===== config.mk =====
export PLATFORM = sky130hd
export DESIGN_NAME = video_receiver_end_flat
export DESIGN_NICKNAME = d
export VERILOG_FILES = /design/src/design/video_link_pkg.sv /design/src/design/video_link_if.sv /design/src/design/video_receiver_end.sv /design/src/design/lane_deserializer.sv /design/src/flat_wrapper.sv
export SDC_FILE = /design/constraint.sdc
export NUM_CORES = 1
export LEC_CHECK = 0
export BUFFER_PORTS_ARGS = -buffer_cell sky130_fd_sc_hd__buf_2
export CAP_MARGIN = 10
export CORE_AREA = 5 5 154 156
export CTS_CLUSTER_DIAMETER = 40
export DETAILED_ROUTE_END_ITERATION = 16
export DIE_AREA = 0 0 159 161
export HOLD_SLACK_MARGIN = 0.02
export PLACE_DENSITY = 0.75
export SYNTH_ARGS = -nofsm -noshare
export SYNTH_HDL_FRONTEND = slang
export SYNTH_SLANG_ARGS = --single-unit
export TNS_END_PERCENT = 50

===== constraint.sdc =====
create_clock -name ref_clk -period 1.75 [get_ports ref_clk]
set_input_delay 0.0875 -clock ref_clk [delete_from_list [all_inputs] [get_ports ref_clk]]
set_output_delay 0.0875 -clock ref_clk [all_outputs]
set_load 0.01 [all_outputs]

===== src/design/video_link_pkg.sv =====
package video_link_pkg;

    // ****************************************************************
    // link framing
    // ****************************************************************
    localparam int CHANNELS       = 2;
    localparam int LANES          = 5;
    localparam int BITS_PER_PIXEL = 7;
    localparam int BIT_CYCLES     = 4;
    localparam int PIXEL_CYCLES   = BITS_PER_PIXEL * BIT_CYCLES;
    localparam int CLK_HIGH_SLOTS = 4;
    localparam int SAMPLE_OFFSET  = 2;
    localparam int CH_RIGHT       = 0;
    localparam int CH_LEFT        = 1;

    // ****************************************************************
    // reset values and modes
    // ****************************************************************
    localparam logic [4:0] CYCLE_RESET = 5'h1f;
    localparam logic [2:0] SLOT_LAST   = 3'h6;
    localparam logic [1:0] BIT_LAST    = 2'h3;
    localparam logic       MODE_10BIT  = 1'b0;
    localparam logic       MODE_8BIT   = 1'b1;

    typedef logic [LANES-1:0][BITS_PER_PIXEL-1:0] lane_words_t;

    typedef struct packed {
        logic [9:0] red;
        logic [9:0] green;
        logic [9:0] blue;
        logic       hsync;
        logic       vsync;
        logic       enable;
    } video_t;

    // ****************************************************************
    // bit mapping, word bit 0 goes out first
    // ****************************************************************
    function automatic lane_words_t encode(input video_t v, input logic mode);
        lane_words_t w;
        if (mode == MODE_8BIT) begin
            w[0] = {v.green[0], v.red[5:0]};
            w[1] = {v.blue[1:0], v.green[5:1]};
            w[2] = {v.enable, v.vsync, v.hsync, v.blue[5:2]};
            w[3] = {1'b0, v.blue[7:6], v.green[7:6], v.red[7:6]};
            w[4] = 7'h00;
        end else begin
            w[0] = {v.green[2], v.red[7:2]};
            w[1] = {v.blue[3:2], v.green[7:3]};
            w[2] = {v.enable, v.vsync, v.hsync, v.blue[7:4]};
            w[3] = {1'b0, v.blue[9:8], v.green[9:8], v.red[9:8]};
            w[4] = {1'b0, v.blue[1:0], v.green[1:0], v.red[1:0]};
        end
        return w;
    endfunction

    function automatic video_t decode(input lane_words_t w, input logic mode);
        video_t v;
        v.hsync  = w[2][4];
        v.vsync  = w[2][5];
        v.enable = w[2][6];
        if (mode == MODE_8BIT) begin
            v.red   = {2'h0, w[3][1:0], w[0][5:0]};
            v.green = {2'h0, w[3][3:2], w[1][4:0], w[0][6]};
            v.blue  = {2'h0, w[3][5:4], w[2][3:0], w[1][6:5]};
        end else begin
            v.red   = {w[3][1:0], w[0][5:0], w[4][1:0]};
            v.green = {w[3][3:2], w[1][4:0], w[0][6], w[4][3:2]};
            v.blue  = {w[3][5:4], w[2][3:0], w[1][6:5], w[4][5:4]};
        end
        return v;
    endfunction

endpackage


===== src/design/video_link_if.sv =====
interface video_link_if;
    // index 0 right channel, 1 left channel
    logic [1:0]      pixel_clock;
    // lanes 0..4: serial_lane_zero .. serial_lane_four
    logic [1:0][4:0] serial_lane;

    modport source (output pixel_clock, output serial_lane);
    modport sink   (input  pixel_clock, input  serial_lane);
endinterface


===== src/design/video_receiver_end.sv =====
// Contract
// - seven serial bits per lane per pixel
// - 10-bit mapping unless 8-bit selected
// - one forwarded clock pair per channel
// - 10-bit lane 0: ..G2
// - 10-bit lane 1: G3..G7, B2, B3
// - 10-bit lane 2: B4..B7, HS, VS, DE
// - 10-bit lane 3: R8,R9,G8,G9,B8,B9,reserved
// - 10-bit lane 4: R0,R1,G0,G1,B0,B1,unused
// - 8-bit lane 0: R0..G0
// - 8-bit lane 1: G1..G5, B0, B1
// - 8-bit lane 2: B2..B5, HS, VS, DE
// - 8-bit lane 3: R6,R7,G6,G7,B6,B7,reserved
// - vsync rising edge starts next frame
// - colour valid only while enable high
// - latch video on pixel clock falling edge
// - components 10 or 8 bits, MSB highest
// - source gamma precompensation needs halftoning
// - source raises hsync within one clock
module video_receiver_end (
    // clock and reset
    input  wire logic                   ref_clk,
    input  wire logic                   reset,
    // mode select
    input  wire logic                   mode_8bit,
    // link
    video_link_if.sink                  link,
    // recovered right channel
    output logic [9:0]                  right_red,
    output logic [9:0]                  right_green,
    output logic [9:0]                  right_blue,
    output logic                        right_hsync,
    output logic                        right_vsync,
    output logic                        right_pixel_valid_enable,
    output logic                        right_pixel_strobe,
    output logic                        right_line_start,
    output logic                        right_frame_start,
    output logic [11:0]                 right_pixel_count,
    output logic [11:0]                 right_line_count,
    // recovered left channel
    output logic [9:0]                  left_red,
    output logic [9:0]                  left_green,
    output logic [9:0]                  left_blue,
    output logic                        left_hsync,
    output logic                        left_vsync,
    output logic                        left_pixel_valid_enable,
    output logic                        left_pixel_strobe,
    output logic                        left_line_start,
    output logic                        left_frame_start,
    output logic [11:0]                 left_pixel_count,
    output logic [11:0]                 left_line_count
);

    // ****************************************************************
    // mode
    // ****************************************************************
    logic mode_reg;

    always_ff @(posedge ref_clk) begin
        if (reset) begin
            mode_reg <= video_link_pkg::MODE_10BIT;
        end else begin
            mode_reg <= mode_8bit;
        end
    end

    // ****************************************************************
    // per channel recovery
    // ****************************************************************
    video_link_pkg::lane_words_t words      [2];
    video_link_pkg::lane_words_t used_words [2];
    video_link_pkg::video_t      decoded    [2];
    logic [1:0]                  fall;
    video_link_pkg::video_t      video_reg  [2];
    logic [1:0]                  hsync_reg;
    logic [1:0]                  vsync_reg;
    logic [1:0]                  enable_reg;
    logic [1:0]                  strobe_reg;
    logic [1:0]                  line_reg;
    logic [1:0]                  frame_reg;
    logic [11:0]                 pix_cnt_reg  [2];
    logic [11:0]                 line_cnt_reg [2];

    generate
        for (genvar c = 0; c < video_link_pkg::CHANNELS; c++) begin : g_ch
            logic new_hs;
            logic new_vs;
            logic new_de;

            lane_deserializer u_deser (
                .ref_clk    (ref_clk),
                .reset      (reset),
                .clock_pin  (link.pixel_clock[c]),
                .lane_pin   (link.serial_lane[c]),
                .words      (words[c]),
                .fall_pulse (fall[c])
            );

            // reserved slots never reach the decoder
            always_comb begin
                used_words[c]       = words[c];
                used_words[c][3][6] = 1'b0;
                used_words[c][4][6] = 1'b0;
                if (mode_reg == video_link_pkg::MODE_8BIT) begin
                    used_words[c][4] = 7'h00;
                end
            end

            assign decoded[c] = video_link_pkg::decode(used_words[c], mode_reg);
            assign new_hs     = decoded[c].hsync;
            assign new_vs     = decoded[c].vsync;
            assign new_de     = decoded[c].enable;

            // controls latched on every falling edge
            always_ff @(posedge ref_clk) begin
                if (reset) begin
                    hsync_reg[c]  <= 1'b0;
                    vsync_reg[c]  <= 1'b0;
                    enable_reg[c] <= 1'b0;
                end else if (fall[c]) begin
                    hsync_reg[c]  <= new_hs;
                    vsync_reg[c]  <= new_vs;
                    enable_reg[c] <= new_de;
                end
            end

            // colour only taken while enable is high
            always_ff @(posedge ref_clk) begin
                if (reset) begin
                    video_reg[c] <= '0;
                end else if (fall[c] && new_de) begin
                    video_reg[c] <= decoded[c];
                end
            end

            always_ff @(posedge ref_clk) begin
                if (reset) begin
                    strobe_reg[c] <= 1'b0;
                    line_reg[c]   <= 1'b0;
                    frame_reg[c]  <= 1'b0;
                end else begin
                    strobe_reg[c] <= fall[c] && new_de;
                    line_reg[c]   <= fall[c] && new_hs && !hsync_reg[c];
                    frame_reg[c]  <= fall[c] && new_vs && !vsync_reg[c];
                end
            end

            // position within line and frame
            always_ff @(posedge ref_clk) begin
                if (reset) begin
                    pix_cnt_reg[c] <= 12'h000;
                end else if (line_reg[c]) begin
                    pix_cnt_reg[c] <= 12'h000;
                end else if (strobe_reg[c]) begin
                    pix_cnt_reg[c] <= pix_cnt_reg[c] + 12'h001;
                end
            end

            always_ff @(posedge ref_clk) begin
                if (reset) begin
                    line_cnt_reg[c] <= 12'h000;
                end else if (frame_reg[c]) begin
                    line_cnt_reg[c] <= 12'h000;
                end else if (line_reg[c]) begin
                    line_cnt_reg[c] <= line_cnt_reg[c] + 12'h001;
                end
            end
        end
    endgenerate

    // ****************************************************************
    // outputs
    // ****************************************************************
    localparam int R = video_link_pkg::CH_RIGHT;
    localparam int L = video_link_pkg::CH_LEFT;

    assign right_red                = video_reg[R].red;
    assign right_green              = video_reg[R].green;
    assign right_blue               = video_reg[R].blue;
    assign right_hsync              = hsync_reg[R];
    assign right_vsync              = vsync_reg[R];
    assign right_pixel_valid_enable = enable_reg[R];
    assign right_pixel_strobe       = strobe_reg[R];
    assign right_line_start         = line_reg[R];
    assign right_frame_start        = frame_reg[R];
    assign right_pixel_count        = pix_cnt_reg[R];
    assign right_line_count         = line_cnt_reg[R];

    assign left_red                 = video_reg[L].red;
    assign left_green               = video_reg[L].green;
    assign left_blue                = video_reg[L].blue;
    assign left_hsync               = hsync_reg[L];
    assign left_vsync               = vsync_reg[L];
    assign left_pixel_valid_enable  = enable_reg[L];
    assign left_pixel_strobe        = strobe_reg[L];
    assign left_line_start          = line_reg[L];
    assign left_frame_start         = frame_reg[L];
    assign left_pixel_count         = pix_cnt_reg[L];
    assign left_line_count          = line_cnt_reg[L];

endmodule


===== src/design/lane_deserializer.sv =====
module lane_deserializer (
    // clock and reset
    input  wire logic                        ref_clk,
    input  wire logic                        reset,
    // link pins of one channel
    input  wire logic                        clock_pin,
    input  wire logic [4:0]                  lane_pin,
    // recovered words
    output video_link_pkg::lane_words_t      words,
    output logic                             fall_pulse
);

    // ****************************************************************
    // synchronisers
    // ****************************************************************
    logic       clk_meta_reg;
    logic       clk_sync_reg;
    logic       clk_prev_reg;
    logic [4:0] lane_meta_reg;
    logic [4:0] lane_sync_reg;
    logic [4:0] cycle_reg;
    logic       rise;
    logic       sample;
    logic [2:0] bit_idx;
    video_link_pkg::lane_words_t assemble_reg;
    video_link_pkg::lane_words_t words_reg;

    always_ff @(posedge ref_clk) begin
        if (reset) begin
            clk_meta_reg  <= 1'b0;
            clk_sync_reg  <= 1'b0;
            clk_prev_reg  <= 1'b0;
            lane_meta_reg <= 5'h00;
            lane_sync_reg <= 5'h00;
        end else begin
            clk_meta_reg  <= clock_pin;
            clk_sync_reg  <= clk_meta_reg;
            clk_prev_reg  <= clk_sync_reg;
            lane_meta_reg <= lane_pin;
            lane_sync_reg <= lane_meta_reg;
        end
    end

    assign rise       = clk_sync_reg & ~clk_prev_reg;
    assign fall_pulse = ~clk_sync_reg & clk_prev_reg;

    // ****************************************************************
    // bit timing from the forwarded clock
    // ****************************************************************
    always_ff @(posedge ref_clk) begin
        if (reset) begin
            cycle_reg <= video_link_pkg::CYCLE_RESET;
        end else if (rise) begin
            cycle_reg <= 5'h00;
        end else if (cycle_reg != video_link_pkg::CYCLE_RESET) begin
            cycle_reg <= cycle_reg + 5'h01;
        end
    end

    assign bit_idx = cycle_reg[4:2];
    assign sample  = (cycle_reg[1:0] == 2'(video_link_pkg::SAMPLE_OFFSET))
                   && (int'(cycle_reg) < video_link_pkg::PIXEL_CYCLES);

    // ****************************************************************
    // seven bits per lane per pixel
    // ****************************************************************
    always_ff @(posedge ref_clk) begin
        if (reset) begin
            assemble_reg <= '0;
        end else if (sample) begin
            for (int l = 0; l < video_link_pkg::LANES; l++) begin
                assemble_reg[l][bit_idx] <= lane_sync_reg[l];
            end
        end
    end

    always_ff @(posedge ref_clk) begin
        if (reset) begin
            words_reg <= '0;
        end else if (sample && bit_idx == video_link_pkg::SLOT_LAST) begin
            for (int l = 0; l < video_link_pkg::LANES; l++) begin
                words_reg[l] <= {lane_sync_reg[l], assemble_reg[l][5:0]};
            end
        end
    end

    assign words = words_reg;

endmodule


===== src/flat_wrapper.sv =====
// flat-port wrapper written by rule: the top's interface ports become plain ports
module video_receiver_end_flat 
  (ref_clk, reset, mode_8bit, right_red, right_green, right_blue, right_hsync, right_vsync, right_pixel_valid_enable, right_pixel_strobe, right_line_start, right_frame_start, right_pixel_count, right_line_count, left_red, left_green, left_blue, left_hsync, left_vsync, left_pixel_valid_enable, left_pixel_strobe, left_line_start, left_frame_start, left_pixel_count, left_line_count, link_pixel_clock, link_serial_lane);
  video_link_if link_i ();
  input  wire logic ref_clk;
  input  wire logic reset;
  input  wire logic mode_8bit;
  output logic [9:0] right_red;
  output logic [9:0] right_green;
  output logic [9:0] right_blue;
  output logic right_hsync;
  output logic right_vsync;
  output logic right_pixel_valid_enable;
  output logic right_pixel_strobe;
  output logic right_line_start;
  output logic right_frame_start;
  output logic [11:0] right_pixel_count;
  output logic [11:0] right_line_count;
  output logic [9:0] left_red;
  output logic [9:0] left_green;
  output logic [9:0] left_blue;
  output logic left_hsync;
  output logic left_vsync;
  output logic left_pixel_valid_enable;
  output logic left_pixel_strobe;
  output logic left_line_start;
  output logic left_frame_start;
  output logic [11:0] left_pixel_count;
  output logic [11:0] left_line_count;
  input wire logic [$bits(link_i.pixel_clock)-1:0] link_pixel_clock;
  input wire logic [$bits(link_i.serial_lane)-1:0] link_serial_lane;
  assign link_i.pixel_clock = link_pixel_clock;
  assign link_i.serial_lane = link_serial_lane;
  video_receiver_end u_core (.ref_clk(ref_clk), .reset(reset), .mode_8bit(mode_8bit), .link(link_i), .right_red(right_red), .right_green(right_green), .right_blue(right_blue), .right_hsync(right_hsync), .right_vsync(right_vsync), .right_pixel_valid_enable(right_pixel_valid_enable), .right_pixel_strobe(right_pixel_strobe), .right_line_start(right_line_start), .right_frame_start(right_frame_start), .right_pixel_count(right_pixel_count), .right_line_count(right_line_count), .left_red(left_red), .left_green(left_green), .left_blue(left_blue), .left_hsync(left_hsync), .left_vsync(left_vsync), .left_pixel_valid_enable(left_pixel_valid_enable), .left_pixel_strobe(left_pixel_strobe), .left_line_start(left_line_start), .left_frame_start(left_frame_start), .left_pixel_count(left_pixel_count), .left_line_count(left_line_count));
endmodule

# Word level (Yosys, flattened, before mapping)
# Memories as Yosys holds them, arrays and structs flattened.
# Index checks and enable logic that the tools add are counted.
# op_classes
bitwise_logic	18
n_reduce_logical	22
eq_ne	6
n_lt_le_gt_ge	6
addsub	6
mux	64
# ops
operator	count
2-to-1 mux 12 bit	8
bitwise mux 7 bit	10
2-to-1 mux 33 bit	2
2-to-1 mux 30 bit	2
adder 12 x 1 -> 12 bit (second input constant)	4
2-to-1 mux 1 bit	36
2-to-1 mux 5 bit	4
logical AND 1 bit	16
adder 5 x 1 -> 5 bit (second input constant)	2
< comparator 5 bit (second input constant)	2
!= test 5 bit (second input constant)	2
bitwise OR 1 bit	10
< comparator 3 x 4 -> 1 bit (second input constant)	2
demux 1 bit (select 3 bit)	2
== test 3 bit (second input constant)	2
greater-or-equal comparator 3 x 1 -> 1 bit (second input constant)	2
bitwise AND 1 bit	4
== test 2 bit (second input constant)	2
zero test 1 bit	4
inverter 1 bit	4
nonzero test 2 bit	2
# word_totals
reg_bits	185
input_bits	15
mem_bits_rw	114
n_memories	3
word_cells	170
# memory_table
memory	depth	width	rd	rd_clocked_by_memory_dff	write_ports	line_no	rtl
u_core.video_reg	2	33	2	0	2	video_receiver_end.sv:74	video_link_pkg::video_t video_reg [2];
u_core.line_cnt_reg	2	12	2	0	2	video_receiver_end.sv:82	logic [11:0] line_cnt_reg [2];
u_core.pix_cnt_reg	2	12	2	0	2	video_receiver_end.sv:81	logic [11:0] pix_cnt_reg [2];

# Logic depth before layout (Yosys ltp)
# Gate-level depths: netlist of the first run.
# logic_depth
ltp_word	7
depth_mapped	8
ltp_nobuf	6

# By module
# Synthesis of the first run repeated with hierarchy kept, for this count alone.
# hier_totals
hier_cells	1083
hier_area_um2	11512.3
# modules_own_cells
module	seq_area_each_um2	area_each_um2	cells_per_inst	n_inst
lane_deserializer	1661.6	2967.8	312	2
video_receiver_end	3503.4	5576.6	459	1

# Least setup slack after synthesis of the first run
# Ideal clock, no wire load.
# synth_path
path_type	input-to-reg
start	in reset
end	mem u_core.video_reg[0][10] (netlist name) (enable)
stages	4
n_path_buf	3
setup_ns	0.392
arrival_time_ns	1.507
setup_slack_ns	-0.149
path_cell_list	buf_2 -> buf_2 -> clkbuf_1 -> nand2b_1
# synth_lines
item	line_no	rtl
start: declaration	flat_wrapper.sv:6	input wire logic reset;
end: declaration	video_receiver_end.sv:74	

==> flow_metrics.py, run 1 <==
metrics = {
    "synth": {
        "async_reset_ff_frac": 0,
        "ys_ff_latch": 283,
        "synth_edf_count": 108,
        "synth_common_cells": "dfxtp_1, nand2_1, nor2_1",
        "synth_top_area_share": 0.309,
        "synth_nets": 1087,
        "yosysMostFrequentCell": "dfxtp_1",
        "yosysTopAreaCell": "dfxtp_1",
        "synth.distinct_cells": 43,
        "yosysWarnings": 0,
        "synth_ff_type": "dfxtp_1",
        "ys_seq_area_frac": 0.595,
        "synthCells": 1062,
        "synth.area.top_cells": "dfxtp_1, edfxtp_1, mux2i_1, nand2_1, nor2_1",
        "syn_area_per_cell_um2": 10.7,
        "syn-cell-area_um2": 11300,
    },
    "floorplanning": {
        "die_h_um": 161,
        "rows": 55,
        "start_util": 0.510,
        "fp.dieW_um": 159,
        "dieArea_um2": 25600,
        "core_um2": 22200,
        "io_pins": 135,
    },
    "timing": {
        "fin_crit_ps": 1660,
        "drv_slew": 0,
        "tns_ps": 0,
        "fmax_ghz": 0.603,
        "worst_pin_slew_ps": 579,
        "setup_viol": 0,
        "fin_ws_ps": 90.6,
        "skew_ps": 21.5,
        "finalHoldViolCount": 0,
        "rsz0062_at_grt": "no",
        "finalCritPeriodShare": 0.948,
        "slew_headroom": 0.613,
    },
    "global_route": {
        "grt_pass1_vias": 7799,
        "antenna_found_initial": 0,
        "track_usage": 0.187,
        "grt_overflow": 0,
        "grt_max_degree": 117,
        "grt_pass1_wl_um": 40300,
    },
    "setup_path": {
        "crit_path_max_fanout": 12,
        "crit_chain": "nand4_2, or4_1, a21oi_1",
        "crit_path_start_kind": "flip-flop",
        "worstPathRequired_ps": 2090,
        "critPathCaptureType": "flip-flop",
        "crit_slowest_cell": "or4_1",
        "cp.arrival_ps": 2000,
        "crit_type": "flip-flop to flip-flop",
        "critPathMaxStageDelay_ps": 600,
    },
    "detailed_routing": {
        "firstDrtPassIters": 5,
        "routedWlPerCell_um": 16.1,
        "drtIter0Drc": 632,
        "antenna_left": 0,
        "drc": 0,
        "wl_um": 24800,
        "vias": 8219,
        "vias_per_cell": 5.34,
    },
    "pwr": {
        "powerDensity_nw_per_um2": 1150,
        "finalPower_mw": 16.0,
        "p_leak_nw": 5.30,
        "ir_drop_mv": 0.616,
    },
    "placed_design": {
        "place_congestion": 0.865,
        "preCtsSetupSlack_ps": 84.5,
        "dp_hpwl_um": 16300,
        "port_buffers": 134,
        "place_inst": 1456,
    },
    "clock_tree": {
        "clk_latency_ps": 500,
        "htreeDepth": 2,
        "tritoncts": "yes",
        "cts_made_buffers": 35,
        "cts.sinks": 283,
        "cts.clk_slew.worst_paths_ps": 50,
        "clock_path_buffers": 3,
        "clock-root-buffer": "clkbuf_16",
    },
    "finish": {
        "fillers": 1749,
        "utilization": 0.626,
        "final_net_count": 1254,
        "antenna_cells": 0,
        "drive_above_1_share": 0.195,
        "layout.cells.non_filler": 1539,
        "syn2layout_area_growth_pct": 22.6,
        "largest_reg_flops": 66,
    },
    "outcome": {
        "status": "complete, no violations",
    },
    "run": {
        "cap_violations": 0,
    },
    "worst_hold_path": {
        "hp-class": "input port to flip-flop",
    },
}
==> power by group <==
part           internal (mW)  total [mW]  switching (mW)  leakage, nW
Clock                   4.51        7.21            2.69        0.569
Sequential              7.06        7.38           0.318         2.53
Combinational          0.683        1.45           0.770         2.19
==> critical path: cells and delay by family (launching register included) <==
kind	cells	cell delay, ps
DFF	1	450
AOI/OAI and AO/OA	1	170
and+or+nand+nor	2	890
==> layout by cell type (no fill, tap or decap), types with 31 or more instances in the layout <==
cell	count
edfxtp_1	108
buf_4	33
buf_2	133
dfxtp_1	174
nor2_1	131
nor2b_1	31
nand2_1	152
a21oi_1	94
clkbuf_16	37
mux2i_1	116
==> path summary, 6_finish.rpt <==
check | start | end | slack, ps | depth (start not counted)
min reg2reg | u_core.g_ch[1].u_deser.lane_meta_reg[1] | u_core.g_ch[1].u_deser.lane_sync_reg[1] | 430 | 1
min | link_serial_lane[4] | u_core.g_ch[0].u_deser.lane_meta_reg[4] | 330 | 3
max | u_core.line_cnt_reg[0][2] | u_core.line_cnt_reg[0][10] | 90 | 3
max reg2reg | u_core.line_cnt_reg[0][2] | u_core.line_cnt_reg[0][10] | 90 | 3
==> per-stage QoR <==
step | hold slack, ps | cell area [um^2]
after floorplan | 216 | 11300
after global placement | 299 | 12500
after detailed placement | 301 | 12500
after CTS | 307 | 13900
after global routing | 322 | 13900
final | 332 | 13900
==> kinds of logic (layout without fill, tap and decap cells) <==
group | Yosys count | after routing | share of synthesized area
buffers and inverters | 75 | 267 | 0.0283
xor gates and xnor gates | 18 | 18 | 0.0139
adders and majority gates | 10 | 10 | 0.0110
AOI/OAI and AO/OA | 132 | 132 | 0.0644
muxes | 116 | 116 | 0.102
and+or+nand+nor | 428 | 428 | 0.185
DFF | 283 | 283 | 0.595
==> what timing repair did <==
| item | CTS | global route |
|---|---|---|
| buffers inserted | 0 | 2 |
| resized for setup | 0 | 3 |
| setup endpoints to repair | 0 | 10 |
| hold buffers | 19 | 0 |
| endpoints found under the hold margin | 30 | 0 |
==> per-layer routing <==
layer,track usage,share of wire
met1,0.256,0.45
met2,0.298,0.45
met3,0.0431,0.067
met4,0.0617,0.024
met5,0,0
==> final cells by class <==
cell class                 instances  area (um^2)  share of cell area
multi-input combinational        704         4290               0.309
inverter                          10         37.5             0.00270
sequential                       283         6750               0.485
clock buffer                      44          962              0.0692
timing repair buffer             195         1290              0.0931
clock inverter                    18          211              0.0152
tap                              285          357              0.0256
(Power assumes the default switching activity.)
==> run 2, diff against run 1 <==
--- a/config.mk
+++ b/config.mk
@@ -7,12 +7,14 @@
 export LEC_CHECK = 0
 export BUFFER_PORTS_ARGS = -buffer_cell sky130_fd_sc_hd__buf_2
 export CAP_MARGIN = 10
-export CORE_AREA = 5 5 154 156
+export CELL_PAD_IN_SITES_DETAIL_PLACEMENT = 1
+export CELL_PAD_IN_SITES_GLOBAL_PLACEMENT = 1
+export CORE_AREA = 2 2 170 172
 export CTS_CLUSTER_DIAMETER = 40
 export DETAILED_ROUTE_END_ITERATION = 16
-export DIE_AREA = 0 0 159 161
+export DIE_AREA = 0 0 172 174
 export HOLD_SLACK_MARGIN = 0.02
-export PLACE_DENSITY = 0.75
+export PLACE_DENSITY_LB_ADDON = 0.1
 export SYNTH_ARGS = -nofsm -noshare
 export SYNTH_HDL_FRONTEND = slang
 export SYNTH_SLANG_ARGS = --single-unit
==> flow_metrics.py, run 2 (same netlist as run 1, synthesis figures left out) <==
metrics = {
    "outcome": {
        "status": "complete, no violations",
    },
    "floorplanning": {
        "core_um2": 28200,
        "fp.dieW_um": 172,
        "start_util": 0.402,
        "rows": 62,
        "dieArea_um2": 29900,
        "die_h_um": 174,
        "io_pins": 135,
    },
    "global_route": {
        "track_usage": 0.185,
        "grt_max_degree": 58,
        "grt_overflow": 0,
        "antenna_found_initial": 0,
        "grt_pass1_vias": 8260,
        "grt_pass1_wl_um": 44400,
    },
    "setup_path": {
        "crit_path_max_fanout": 8,
        "crit_chain": "inv_1, ha_2, nor4bb_1, buf_4, mux2i_1, nor2_1",
        "crit_path_start_kind": "flip-flop",
        "crit_type": "flip-flop to flip-flop",
        "cp.arrival_ps": 1990,
        "r2r.worst_path.cells": 6,
        "critPathCaptureType": "flip-flop",
        "crit_slowest_cell": "dfxtp_1",
        "worstPathRequired_ps": 2130,
        "rr_startpoint": "u_core.g_ch[0].u_deser.cycle_reg[0]",
        "critPathMaxStageDelay_ps": 340,
        "startpoint": "u_core.g_ch[0].u_deser.cycle_reg[0]",
    },
    "pwr": {
        "ir_drop_mv": 0.793,
        "powerDensity_nw_per_um2": 1250,
        "finalPower_mw": 17.9,
        "p_leak_nw": 5.44,
    },
    "clock_tree": {
        "cts.sinks": 283,
        "post-cts-setup-buffer-count": 0,
        "clk_latency_ps": 520,
        "clock-root-buffer": "clkbuf_16",
        "cts.clk_slew.worst_paths_ps": 50,
        "htreeDepth": 2,
        "cts_made_buffers": 43,
        "tritoncts": "yes",
        "clock_path_buffers": 3,
    },
    "finish": {
        "final_cell_mix": "dfxtp_1, nand2_1, buf_2",
        "fillers": 3114,
        "layout_commonest_cell": "dfxtp_1",
        "largest_reg_flops": 66,
        "final_net_count": 1256,
        "syn2layout_area_growth_pct": 26.2,
        "drive_above_1_share": 0.211,
        "antenna_cells": 0,
        "layout.cells.non_filler": 1649,
        "finish.instance_area_um2": 14300,
    },
    "timing": {
        "fin_crit_ps": 1610,
        "rsz0062_at_grt": "no",
        "fmax_ghz": 0.620,
        "finalHoldViolCount": 0,
        "fin_hold_ws_ps": 317,
        "finalCritPeriodShare": 0.921,
        "drv_slew": 0,
        "tns_ps": 0,
        "skew_ps": 8.52,
        "setup_viol": 0,
        "slew_headroom": 0.502,
        "worst_pin_slew_ps": 745,
    },
    "placed_design": {
        "place_congestion": 0.744,
        "postPlaceCellArea_um2": 12600,
        "place_inst": 1554,
        "port_buffers": 134,
        "dp_hpwl_um": 18400,
    },
    "detailed_routing": {
        "vias": 8194,
        "wl_um": 27700,
        "antenna_left": 0,
        "routedWlPerCell_um": 16.8,
        "vias_per_cell": 4.97,
        "firstDrtPassIters": 4,
        "drc": 0,
        "drtIter0Drc": 475,
    },
    "worst_hold_path": {
        "holdPathStages": 3,
        "min_from": "link_serial_lane[0]",
        "hp-class": "input port to flip-flop",
    },
    "run": {
        "cap_violations": 0,
    },
}
## run 2: final cells by class
cell class	instances	area [um^2]	share of cell area
clock buffers	49	1200	0.0841
clock inverters	30	345	0.0241
inverters	10	37.5	0.00262
multi-input cells	704	4300	0.300
flip-flops and latches	283	6750	0.471
well taps	384	480	0.0336
repair buffers	189	1200	0.0841
## run 2: per-layer routing
metal / track usage / vias up / part of all wire
met1: 0.270 / 3940 / 0.50
li1: - / 4042 / -
met4: 0.0455 / 0 / 0.018
met5: 0 / - / 0
met2: 0.287 / 171 / 0.43
met3: 0.0301 / 41 / 0.051
## run 2: critical path, delay by kind of cell, from the launching register on
family,cells,cell delay [ps]
flops,1,340
mux,1,200
fa+ha+maj,1,240
simple gates,2,380
buf+inv,2,310
## run 2: final timing paths
check | end | slack [ps]
worst min-delay path | u_core.g_ch[0].u_deser.lane_meta_reg[0] | 320
worst max register to register | u_core.g_ch[0].u_deser.assemble_reg[9] | 140
worst min register to register | u_core.g_ch[1].u_deser.lane_sync_reg[2] | 430
worst max-delay path | u_core.g_ch[0].u_deser.assemble_reg[9] | 140
## run 2: metrics by stage
| stage | utilization | setup WS, ps |
|---|---|---|
| 2_1_floorplan | - | -149 |
| 3_3_place_gp | 0.446 | 178 |
| 3_5_place_dp | 0.446 | 66.5 |
| 4_1_cts | 0.506 | 62.7 |
| 5_1_grt | 0.507 | 7.60 |
| 6_report | 0.507 | 138 |
## run 2: timing repair
| action | 4_1_cts | 5_1_grt |
|---|---|---|
| hold buffers | 16 | 0 |
| endpoints found under the hold margin | 46 | 0 |
| setup endpoints to repair | 0 | 20 |
| resized for setup | 0 | 5 |
## run 2: power breakdown
part | switching, mW | internal (mW)
registers | 0.307 | 7.07
clock network | 3.16 | 5.89
logic | 0.820 | 0.691
total | 4.29 | 13.6
==> run 3, diff against run 2 <==
--- a/config.mk
+++ b/config.mk
@@ -5,14 +5,14 @@
 export SDC_FILE = /design/constraint.sdc
 export NUM_CORES = 1
 export LEC_CHECK = 0
-export BUFFER_PORTS_ARGS = -buffer_cell sky130_fd_sc_hd__buf_2
 export CAP_MARGIN = 10
 export CELL_PAD_IN_SITES_DETAIL_PLACEMENT = 1
 export CELL_PAD_IN_SITES_GLOBAL_PLACEMENT = 1
-export CORE_AREA = 2 2 170 172
+export CORE_AREA = 2 2 162 164
 export CTS_CLUSTER_DIAMETER = 40
 export DETAILED_ROUTE_END_ITERATION = 16
-export DIE_AREA = 0 0 172 174
+export DIE_AREA = 0 0 164 166
+export DONT_BUFFER_PORTS = 1
 export HOLD_SLACK_MARGIN = 0.02
 export PLACE_DENSITY_LB_ADDON = 0.1
 export SYNTH_ARGS = -nofsm -noshare
==> flow_metrics.py, run 3 (same netlist as run 1, synthesis figures left out) <==
metrics = {
    "outcome": {
        "status": "finished with violations",
        "violations": "hold timing",
    },
    "global_route": {
        "track_usage": 0.204,
        "grt_overflow": 0,
        "antenna_found_initial": 0,
        "grt_pass1_vias": 8154,
        "grt_max_degree": 191,
        "grt_pass1_wl_um": 44700,
    },
    "pwr": {
        "powerDensity_nw_per_um2": 1230,
        "ir_drop_mv": 0.875,
        "finalPower_mw": 16.9,
        "p_leak_nw": 5.02,
    },
    "finish": {
        "final_cell_mix": "dfxtp_1, nand2_1, nor2_1",
        "drive_above_1_share": 0.121,
        "syn2layout_area_growth_pct": 21.4,
        "layout_commonest_cell": "dfxtp_1",
        "fillers": 2733,
        "largest_reg_flops": 66,
        "final_net_count": 1163,
        "antenna_cells": 0,
    },
    "setup_path": {
        "crit_type": "flip-flop to flip-flop",
        "critPathCaptureType": "flip-flop",
        "r2r.worst_path.cells": 6,
        "r2r-end": "u_core.g_ch[0].u_deser.cycle_reg[3]",
        "crit_path_max_fanout": 6,
        "crit_path_start_kind": "flip-flop",
        "startpoint": "u_core.g_ch[0].u_deser.cycle_reg[0]",
        "worstPathRequired_ps": 2150,
        "rr_startpoint": "u_core.g_ch[0].u_deser.cycle_reg[0]",
        "cp.arrival_ps": 2080,
        "ff2ff_setup_slack_ps": 70,
    },
    "worst_hold_path": {
        "whs_endpoint": "u_core.g_ch[1].u_deser.words[18]",
        "holdPathStages": 1,
        "min_from": "reset",
        "hp-class": "input port to flip-flop",
    },
    "detailed_routing": {
        "vias": 7878,
        "antenna_left": 0,
        "drtIter0Drc": 575,
        "firstDrtPassIters": 4,
        "routedWlPerCell_um": 18.5,
        "wl_um": 27800,
        "vias_per_cell": 5.23,
        "drc": 0,
    },
    "timing": {
        "fin_hold_ws_ps": -314,
        "worst_pin_slew_ps": 654,
        "finalHoldViolCount": 156,
        "finalCritPeriodShare": 0.960,
        "drv_slew": 0,
        "setup_viol": 0,
        "slew_headroom": 0.563,
        "rsz0062_at_grt": "no",
        "fmax_ghz": 0.596,
        "skew_ps": 13.3,
        "tns_ps": 0,
        "fin_crit_ps": 1680,
    },
    "floorplanning": {
        "core_um2": 25600,
        "rows": 59,
        "dieArea_um2": 27200,
        "fp.dieW_um": 164,
        "die_h_um": 166,
        "start_util": 0.443,
        "io_pins": 135,
    },
    "clock_tree": {
        "clock_path_buffers": 3,
        "cts.sinks": 283,
        "clk_latency_ps": 520,
        "cts.clk_slew.worst_paths_ps": 50,
        "hold_buffers": 38,
        "tritoncts": "yes",
        "htreeDepth": 2,
        "cts_made_buffers": 40,
        "clock-root-buffer": "clkbuf_16",
    },
    "placed_design": {
        "place_congestion": 0.820,
        "port_buffers": 0,
        "dp_hpwl_um": 18100,
    },
    "run": {
        "cap_violations": 0,
    },
}
[run 3: cell types whose count changed in the layout (fill, tap and decap cells not counted), sizes merged]
cell,before,now
bufinv,6,5
buf,173,61
clkinvlp,2,4
dlygate4sd3,16,38
clkbuf,49,48
inv,19,14
[run 3: stage by stage]
step | std cells | hold WS [ps] | util | area, um^2 | worst slack [ps]
floorplan | 1062 | 216 | - | 11300 | -149
global placement | 1392 | 208 | 0.468 | 12000 | 206
detailed placement | 1392 | 209 | 0.468 | 12000 | 141
CTS | 1504 | -346 | 0.537 | 13800 | 61.9
global route | 1505 | -351 | 0.538 | 13800 | 3.27
finish | 1505 | -314 | 0.538 | 13800 | 70.9
[run 3: how the worst max path moves through the flow]
stage	to	slack, ps
global placement	u_core.pix_cnt_reg[0][10]	210
floorplan	u_core.video_reg[1][10]	-150
CTS	u_core.pix_cnt_reg[0][1]	60
global route	u_core.g_ch[0].u_deser.cycle_reg[3]	3
detailed placement	u_core.pix_cnt_reg[0][10]	140
finish	u_core.g_ch[0].u_deser.cycle_reg[3]	70
[run 3: power by group]
part	internal (mW)	total [mW]	leakage [nW]	switching, mW
sequential	7.07	7.41	2.53	0.338
clock	5.24	8.21	0.669	2.97
combinational	0.631	1.33	1.82	0.701
total	12.9	16.9	5.02	4.01
[run 3: routing by layer]
metal  GRT usage  wire length [um]  vias up
met5           0                 0        -
met4      0.0523               390        0
met3      0.0562              2050       33
met2       0.306             12200      184
met1       0.292             13200     3800
li1            -                 -     3861
[run 3: area by class of cell]
| class | count | area, um^2 | area share |
|---|---|---|---|
| inverters | 10 | 37.5 | 0.00273 |
| well taps | 335 | 419 | 0.0304 |
| repair buffers | 99 | 901 | 0.0654 |
| multi-input cells | 704 | 4280 | 0.311 |
| clock inverters | 26 | 294 | 0.0213 |
| clock buffers | 48 | 1090 | 0.0794 |
| flip-flops and latches | 283 | 6750 | 0.490 |
[run 3: what timing repair did]
item | 4_1_cts | 5_1_grt
endpoints found under the hold margin | 211 | 156
resized for setup | 0 | 1
endpoints found under the setup margin | 0 | 2
buffers inserted | 0 | 1
[run 3: worst max-delay path, cell delays in order (launching register included)]
cell	delay (ps)
dfxtp_1	330
ha_1	220
and3_1	180
ha_1	270
nand4b_1	250
xor2_1	220
o21bai_1	80
